$ cat src/hdl/sls_cfg.svh
// Register offsets, field positions and reset values for the lane status block
`ifndef SLS_CFG_SVH
`define SLS_CFG_SVH
`define SLS_LANE3_OFFSET 12'h04B3
`define SLS_LANE4_OFFSET 12'h04B4
`define SLS_STATUS_RESET 8'h00
`define SLS_THRESH_RESET 8'h00
`define SLS_BIT_DISPARITY 7
`define SLS_BIT_INVALID 6
`define SLS_BIT_CTRL_CHAR 5
`define SLS_BIT_DESKEW 4
`define SLS_BIT_INIT_SYNC 3
`define SLS_BIT_CHECKSUM 2
`define SLS_BIT_FRAME 1
`define SLS_BIT_CHAR_LOCK 0
`endif

$ cat src/hdl/sls_pkg.sv
// Types shared by the lane status block
package sls_pkg;
   // Per-lane inputs from the receive lane logic
   typedef struct packed {
      logic [7:0] disparity_err_count;
      logic [7:0] invalid_code_count;
      logic [7:0] ctrl_char_count;
      logic lane_deskew_done;
      logic initial_sync_done;
      logic checksum_good;
      logic frame_aligned;
      logic char_boundary_locked;
   } sls_lane_in_type;

   // Register read port
   typedef struct packed {
      logic rd_en;
      logic [11:0] rd_addr;
   } sls_rd_req_type;
endpackage

$ cat src/hdl/sls_lane_status.sv
// One lane's registered status byte
`timescale 1ns/100ps
`include "sls_cfg.svh"
module sls_lane_status
(
   // Clock and reset
   input wire logic clk_sys,
   input wire logic reset,
   // Lane state and threshold
   input wire sls_pkg::sls_lane_in_type lane,
   input wire logic [7:0] error_count_threshold,
   // Status byte
   output logic [7:0] status
);
   wire logic disparity_error_flag;
   wire logic invalid_code_flag;
   wire logic unexpected_control_char_flag;
   wire logic [7:0] next_status;

   assign disparity_error_flag = lane.disparity_err_count >= error_count_threshold;
   assign invalid_code_flag = lane.invalid_code_count >= error_count_threshold;
   assign unexpected_control_char_flag = lane.ctrl_char_count >= error_count_threshold;

   assign next_status = {disparity_error_flag,
                         invalid_code_flag,
                         unexpected_control_char_flag,
                         lane.lane_deskew_done,
                         lane.initial_sync_done,
                         lane.checksum_good,
                         lane.frame_aligned,
                         lane.char_boundary_locked};

   always_ff @(posedge clk_sys)
   begin
      if (reset)
         status <= `SLS_STATUS_RESET;
      else
         status <= next_status;
   end
endmodule

$ cat src/hdl/sls_link_health.sv
// Lane 3 and lane 4 link status registers with shared error threshold
//
// Function
// - Lane 4 status is a read-only byte whose bit 7 is set when its bad disparity count reaches the threshold.
// - Bit 6 is set when the lane's not-in-table count reaches the threshold, else clear.
// - Bit 5 is set when the lane's unexpected control character count reaches the threshold, else clear.
// - Bit 4 shows interlane deskew achieved (1) or failed (0).
// - Bit 3 shows initial lane synchronization achieved (1) or lost (0).
// - Bit 2 shows the received alignment checksum correct (1) or incorrect (0).
// - Bit 1 shows frame synchronization achieved (1) or lost (0).
// - Bit 0 shows code group synchronization achieved (1) or lost (0).
// - Lane 3 has the same status byte at its own offset, resetting to zero.
`timescale 1ns/100ps
`include "sls_cfg.svh"
module sls_link_health
(
   // Clock and reset
   input wire logic clk_sys,
   input wire logic reset,
   // Lane inputs from the receiver
   input wire sls_pkg::sls_lane_in_type lane3,
   input wire sls_pkg::sls_lane_in_type lane4,
   // Shared threshold and alignment bypass
   input wire logic [7:0] error_count_threshold,
   input wire logic skip_alignment_sequence,
   // Register read port
   input wire sls_pkg::sls_rd_req_type rd_req,
   output logic [7:0] rd_data,
   output logic rd_valid,
   // Registered flags
   output logic [7:0] lane_three_link_health,
   output logic [7:0] lane_four_link_health,
   output logic alignment_flags_valid
);
   // ********************************************
   // Per-lane status
   // ********************************************
   // Lane 3 is entry 0 and lane 4 entry 1, the same order as their register offsets
   sls_pkg::sls_lane_in_type lanes [2];
   wire logic [7:0] lane_status [2];

   assign lanes[0] = lane3;
   assign lanes[1] = lane4;

   // One register stage per lane: a flag reaches the status byte one clock after the lane reports it, and a read answer one clock later
   genvar g;
   generate
      for (g = 0; g < 2; g++)
      begin : gen_lane
         sls_lane_status sls_lane_status_inst
         (
            .clk_sys(clk_sys),
            .reset(reset),
            .lane(lanes[g]),
            .error_count_threshold(error_count_threshold),
            .status(lane_status[g])
         );
      end
   endgenerate

   assign lane_three_link_health = lane_status[0];
   assign lane_four_link_health = lane_status[1];

   // ********************************************
   // Read port
   // ********************************************
   // Writes are not decoded at all, so both bytes are read-only by construction
   wire logic hit3;
   wire logic hit4;
   wire logic [7:0] next_rd_data;

   assign hit3 = rd_req.rd_addr == `SLS_LANE3_OFFSET;
   assign hit4 = rd_req.rd_addr == `SLS_LANE4_OFFSET;
   // Idle cycles and unmapped offsets answer zero, so a stray read never aliases a lane
   assign next_rd_data = !rd_req.rd_en ? 8'h00 :
                         hit3 ? lane_status[0] :
                         hit4 ? lane_status[1] : 8'h00;

   // rd_valid marks every answer, including the zero of an unmapped read
   always_ff @(posedge clk_sys)
   begin
      if (reset)
      begin
         rd_data <= 8'h00;
         rd_valid <= 1'b0;
         alignment_flags_valid <= 1'b0;
      end
      else
      begin
         rd_data <= next_rd_data;
         rd_valid <= rd_req.rd_en;
         // Hint to software: bits 4..1 carry no meaning while bypassed
         alignment_flags_valid <= !skip_alignment_sequence;
      end
   end

   // ********************************************
   // Checks on lanes 4 and 3 by name and on the read port
   // ********************************************
   // Lane 4 is checked by name here, lane 3 for checksum and char lock; the loop below repeats the checks on both lanes
   a_disparity_flag: assert property (@(posedge clk_sys) disable iff (reset)
      lane4.disparity_err_count >= error_count_threshold |=> lane_status[1][7])
      else $error("Lane 4 disparity flag not set");
   a_invalid_flag: assert property (@(posedge clk_sys) disable iff (reset)
      lane4.invalid_code_count < error_count_threshold |=> !lane_status[1][6])
      else $error("Lane 4 invalid code flag set below threshold");
   a_ctrl_char_flag: assert property (@(posedge clk_sys) disable iff (reset)
      1'b1 |=> lane_status[1][5] == ($past(lane4.ctrl_char_count) >= $past(error_count_threshold)))
      else $error("Lane 4 control char flag wrong");
   a_deskew_bit: assert property (@(posedge clk_sys) disable iff (reset)
      $rose(lane4.lane_deskew_done) |=> lane_status[1][4])
      else $error("Deskew bit did not follow");
   a_init_sync_bit: assert property (@(posedge clk_sys) disable iff (reset)
      $fell(lane4.initial_sync_done) |=> !lane_status[1][3])
      else $error("Initial sync loss not reported");
   a_checksum_bit: assert property (@(posedge clk_sys) disable iff (reset)
      lane3.checksum_good |=> lane_status[0][2])
      else $error("Lane 3 checksum bit wrong");
   a_frame_bit: assert property (@(posedge clk_sys) disable iff (reset)
      !lane4.frame_aligned |=> !lane_status[1][1])
      else $error("Frame loss not reported");
   a_char_lock_bit: assert property (@(posedge clk_sys) disable iff (reset)
      lane3.char_boundary_locked |=> lane_status[0][0])
      else $error("Lane 3 char lock bit wrong");
   // No disable here: this one must hold across reset itself
   a_reset_clear: assert property (@(posedge clk_sys)
      reset |=> lane_status[0] == 8'h00 && lane_status[1] == 8'h00 && !rd_valid)
      else $error("Status not cleared by reset");
   a_read_lane3: assert property (@(posedge clk_sys) disable iff (reset)
      rd_req.rd_en && hit3 |=> rd_valid && rd_data == $past(lane_status[0]))
      else $error("Lane 3 read data wrong");

   // ********************************************
   // Checks repeated on both lanes
   // ********************************************
   // Both polarities of every flag are checked on both lanes, so a bit stuck
   // at either level, or a lane wired to the wrong byte, fails at once.
   // The lane 4 checks above stay as the named reference for that byte.
   generate
      for (g = 0; g < 2; g++)
      begin : gen_lane_check
         // Error flags against the shared threshold
         a_disparity_set: assert property (@(posedge clk_sys) disable iff (reset)
            lanes[g].disparity_err_count >= error_count_threshold |=> lane_status[g][`SLS_BIT_DISPARITY])
            else $error("Disparity flag not set at threshold");
         a_disparity_clear: assert property (@(posedge clk_sys) disable iff (reset)
            lanes[g].disparity_err_count < error_count_threshold |=> !lane_status[g][`SLS_BIT_DISPARITY])
            else $error("Disparity flag set below threshold");
         a_invalid_set: assert property (@(posedge clk_sys) disable iff (reset)
            lanes[g].invalid_code_count >= error_count_threshold |=> lane_status[g][`SLS_BIT_INVALID])
            else $error("Invalid code flag not set at threshold");
         a_invalid_clear: assert property (@(posedge clk_sys) disable iff (reset)
            lanes[g].invalid_code_count < error_count_threshold |=> !lane_status[g][`SLS_BIT_INVALID])
            else $error("Invalid code flag set below threshold");
         a_ctrl_char_set: assert property (@(posedge clk_sys) disable iff (reset)
            lanes[g].ctrl_char_count >= error_count_threshold |=> lane_status[g][`SLS_BIT_CTRL_CHAR])
            else $error("Control char flag not set at threshold");
         a_ctrl_char_clear: assert property (@(posedge clk_sys) disable iff (reset)
            lanes[g].ctrl_char_count < error_count_threshold |=> !lane_status[g][`SLS_BIT_CTRL_CHAR])
            else $error("Control char flag set below threshold");

         // Sync flags follow the lane one clock later
         a_deskew_follow: assert property (@(posedge clk_sys) disable iff (reset)
            1'b1 |=> lane_status[g][`SLS_BIT_DESKEW] == $past(lanes[g].lane_deskew_done))
            else $error("Deskew bit does not follow the lane");
         a_init_sync_follow: assert property (@(posedge clk_sys) disable iff (reset)
            1'b1 |=> lane_status[g][`SLS_BIT_INIT_SYNC] == $past(lanes[g].initial_sync_done))
            else $error("Initial sync bit does not follow the lane");
         a_checksum_follow: assert property (@(posedge clk_sys) disable iff (reset)
            1'b1 |=> lane_status[g][`SLS_BIT_CHECKSUM] == $past(lanes[g].checksum_good))
            else $error("Checksum bit does not follow the lane");
         a_frame_follow: assert property (@(posedge clk_sys) disable iff (reset)
            1'b1 |=> lane_status[g][`SLS_BIT_FRAME] == $past(lanes[g].frame_aligned))
            else $error("Frame bit does not follow the lane");
         a_char_lock_follow: assert property (@(posedge clk_sys) disable iff (reset)
            1'b1 |=> lane_status[g][`SLS_BIT_CHAR_LOCK] == $past(lanes[g].char_boundary_locked))
            else $error("Char lock bit does not follow the lane");
      end
   endgenerate

   // ********************************************
   // Checks on the read port, the hint, the zero threshold and equal lanes
   // ********************************************
   // A read answer is the byte as registered on the request edge
   a_read_lane4: assert property (@(posedge clk_sys) disable iff (reset)
      rd_req.rd_en && hit4 |=> rd_valid && rd_data == $past(lane_status[1]))
      else $error("Lane 4 read data wrong");
   a_read_unmapped: assert property (@(posedge clk_sys) disable iff (reset)
      rd_req.rd_en && !hit3 && !hit4 |=> rd_valid && rd_data == 8'h00)
      else $error("Unmapped read returned data");
   a_read_idle: assert property (@(posedge clk_sys) disable iff (reset)
      !rd_req.rd_en |=> !rd_valid && rd_data == 8'h00)
      else $error("Read answer without a request");
   a_rd_valid_follow: assert property (@(posedge clk_sys) disable iff (reset)
      rd_req.rd_en |=> rd_valid)
      else $error("Read request not answered");
   a_bypass_hint: assert property (@(posedge clk_sys) disable iff (reset)
      1'b1 |=> alignment_flags_valid == !$past(skip_alignment_sequence))
      else $error("Alignment flag hint wrong");
   a_zero_threshold: assert property (@(posedge clk_sys) disable iff (reset)
      error_count_threshold == 8'h00 |=> lane_status[0][7:5] == 3'h7 && lane_status[1][7:5] == 3'h7)
      else $error("Zero threshold did not raise all error flags");
   a_lane_match: assert property (@(posedge clk_sys) disable iff (reset)
      lane3 == lane4 |=> lane_status[0] == lane_status[1])
      else $error("Equal lanes gave different bytes");

   // ********************************************
   // Coverage
   // ********************************************
   // Main scenarios: a read with a flag up, full sync, bypass, zero threshold, resume after reset
   c_read_lane4: cover property (@(posedge clk_sys) disable iff (reset)
      rd_req.rd_en && hit4 ##1 rd_data[7]);
   c_full_sync: cover property (@(posedge clk_sys) disable iff (reset)
      lane_status[1][4:0] == 5'h1F);
   c_bypass: cover property (@(posedge clk_sys) disable iff (reset)
      $fell(alignment_flags_valid));
   c_zero_threshold: cover property (@(posedge clk_sys) disable iff (reset)
      error_count_threshold == 8'h00 ##1 lane_status[1][7:5] == 3'h7);
   c_reset_resume: cover property (@(posedge clk_sys)
      $fell(reset) ##1 lane_status[1] != 8'h00);
endmodule

$ cat config.mk
export PLATFORM = sky130hd
export DESIGN_NAME = sls_link_health
export DESIGN_NICKNAME = d
export VERILOG_FILES = /design/src/hdl/sls_pkg.sv /design/src/hdl/sls_lane_status.sv /design/src/hdl/sls_link_health.sv
export VERILOG_INCLUDE_DIRS = /design/src /design/src/hdl
export SDC_FILE = /design/constraint.sdc
export NUM_CORES = 1
export LEC_CHECK = 0
export BUFFER_PORTS_ARGS = -buffer_cell sky130_fd_sc_hd__buf_2
export CAP_MARGIN = 20
export CORE_UTILIZATION = 35
export DETAILED_ROUTE_END_ITERATION = 8
export PLACE_DENSITY_LB_ADDON = 0.1
export SYNTH_ARGS = -nofsm -noshare
export SYNTH_HDL_FRONTEND = slang
export SYNTH_HIERARCHICAL = 1
export SYNTH_SLANG_ARGS = --single-unit
$ cat constraint.sdc
create_clock -name clk_sys -period 1.8 [get_ports clk_sys]
set_input_delay 0.09 -clock clk_sys [delete_from_list [all_inputs] [get_ports clk_sys]]
set_output_delay 0.09 -clock clk_sys [all_outputs]
set_load 0.02 [all_outputs]
==> impl_results.md <==
- Max_cap viols: 0
- # IOs: around 110
- Leading cell type in the layout, fill and taps excluded: buf_2
- Avg WL per Cell: 12.8 microns
- First DRT Iteration DRCs: 53
- PD cells: 513 nW/um^2
- H-tree Lvls: 1
- #FFs+latches synth: 26
- CTS Root Cell: clkbuf_8
- Synth warnings: 6
- Leak: 1.36 nW
- CP Capture Type: register
- Mapped Avg Cell Area: between 9 and 10 sq um
- RePlAce Congestion: ~0.74
- Fin area: 2610 sq um
- Status: complete, no violations
- RSZ-0062 raised after global routing: false
- Core area: about 5200 sq um
- DR pass1 iterations: 4
- Top FF cell, synth: dfxtp_1
- Post-DP HPWL: roughly 4200 microns
- NumNets Final: ~440
- Post-DR vias/cell: 4.96
- Place WS: 0.494 ns
- PortBufs: roughly 110
- WL final: 4820 microns
- Antenna Nets Post-Route: 0
- GRT overflow: 0
- CP arrival: 1.35 ns
- Tot Pwr: 1.34 mW
- Clk Latency, worst-skew pair: around 0.26 ns
- Final period util: 66.6%
- Asr flop ratio synth: 0%
- # DRC: 0
- Crit path time final: approximately 1.2 ns
- Clock Path Buffers: 2
- Critical path launch point type: register
- First-pass GRT wire length: just over 8000 microns
- Worst-Margin Slew: 0.463 ns
- Filler cells: about 530
- Clock transition at path regs: approximately 0.080 ns
- Min-Delay Path Class: primary input to register
- Setup-failing EPs final: 0
- Post-synth EDFFs: 0
- Most frequent cells in the layout: buf_2, ha_1, dfxtp_1, inv_1, nor2b_1
- Initial antenna violation count: 0
- # diodes: 0
- Critical Path RT: 1.95 ns
- Syn-to-layout area delta: 33.9%
- Share of cells above drive strength 1: a little under two fifths
- Ranking of synthesized cells by area: ha_1, dfxtp_1, inv_1
- Hold bufs inserted after CTS: 1
- Post-Synthesis Cell Area: between 1500 and 2000 sq um
- Worst setup margin: around 0.6 ns
- Synth cell types: 22
- Cell Chain, Critical Path: or4bb_1, a2111oi_1
- Inst Count DP: 371
- Post-route non-filler standard cell count: 375
- Setup Fix Bufs, Post-CTS: 0
- CTS buffer count: 3
- Vias in the first global route: 1833
- Cells after Synth: 197
- CTS sink cnt: 26
- Crit-path leading delay family: simple AND/OR/NAND/NOR gates
- Resize count post-CTS: 0
- Slowest stage cell, crit path: or4bb_1
- DP Area: 2550 sq um
- Worst Path Class, Setup: register to register
- Rel. slew slack: between 60 and 70%
- Max Freq: between 800 and 900 MHz
- Hold WS: 0.0258 ns
- Initial Util: 37.2%
- Peak supply drop: 0.000207 V
- DR vias: 1859
- Syn nets: 327
- Max incr delay on CP: roughly 0.4 ns
- Std cell rows: 26
- Final hold vios: 0
- Largest net degree at the start of global routing: 19
- Worst Path Buf+Inv: 0
- Die Y: approximately 77 microns
- CTS tree: yes
- Die Wd: ~77 microns
- GRT Total Usage: 17.5%
- CP Max Fanout: 2
- Register area share after synthesis: a little over a quarter
- Die area: 5860 sq um
- Synth top area share: 30.8%
- Clock Skew: 0.00301 ns
- Final Max Slew Viols: 0
- Fin Setup TNS: 0 ns
- Util after Layout: ~50%
- Leading area contributor after synthesis: ha_1
final timing paths:
kind                                                                             from                                                    end  slack [ns]  cells past startpoint
worst max-delay path            gen_lane[1].sls_lane_status_inst/status[2]$_SDFF_PP0_                                  rd_data[2]$_SDFF_PP0_        0.60                      2
worst max register to register  gen_lane[1].sls_lane_status_inst/status[2]$_SDFF_PP0_                                  rd_data[2]$_SDFF_PP0_        0.60                      2
worst min register to register  gen_lane[0].sls_lane_status_inst/status[6]$_SDFF_PP0_                                  rd_data[6]$_SDFF_PP0_        0.52                      2
worst min-delay path                                                         lane3[2]  gen_lane[0].sls_lane_status_inst/status[2]$_SDFF_PP0_        0.03                      2
layer usage:
layer,part of all wire [%],wire (microns),GRT usage [%]
met1,43,2080,20.9
met2,48,2290,30.5
met3,7.6,368,3.71
met4,1.7,83,6.35
met5,0,0,0
power breakdown:
part	total (mW)	internal, mW	switching [mW]
clock	0.317	0.150	0.167
sequential	0.615	0.601	0.0137
combinational	0.405	0.195	0.210
total	1.34	0.946	0.391
state kept, by name, indices dropped and copies added (netlist names):
name,count
gen_lane.sls_lane_status_inst/status,16
alignment_flags_valid,1
rd_data,8
rd_valid,1
cell families (layout without fill, tap and decap cells):
logic type                 Yosys count  count (layout)  share of synthesized area (%)
and+or+nand+nor                     49              49                           18.3
buffers and inverters               30             138                           6.17
AOI/OAI and AO/OA                   44              44                           18.0
DFF                                 26              26                           26.7
adders and majority gates           48              48                           30.8
cell type report:
| cell class | instances | area [sq um] | share of cell area, % |
|---|---|---|---|
| Multi-Input combinational cell | 141 | 1310 | 50.1 |
| Clock buffer | 3 | 41.3 | 1.58 |
| Sequential cell | 26 | 520 | 20.0 |
| Tap cell | 70 | 87.6 | 3.36 |
| Inverter | 26 | 97.6 | 3.74 |
| Timing Repair Buffer | 109 | 553 | 21.2 |
cell usage after synthesis (all sizes together), types with 6 or more instances:
cell,count
nand3,6
nand4b,8
a31oi,6
a21o,6
nor2,7
o211ai,6
ha,48
dfxtp,26
inv,26
or4bb,6
a211oi,6
a211o,6
nor2b,11
a21oi,6
nand4,6
a2111oi,8
Power figures use the tool's default switching activity.
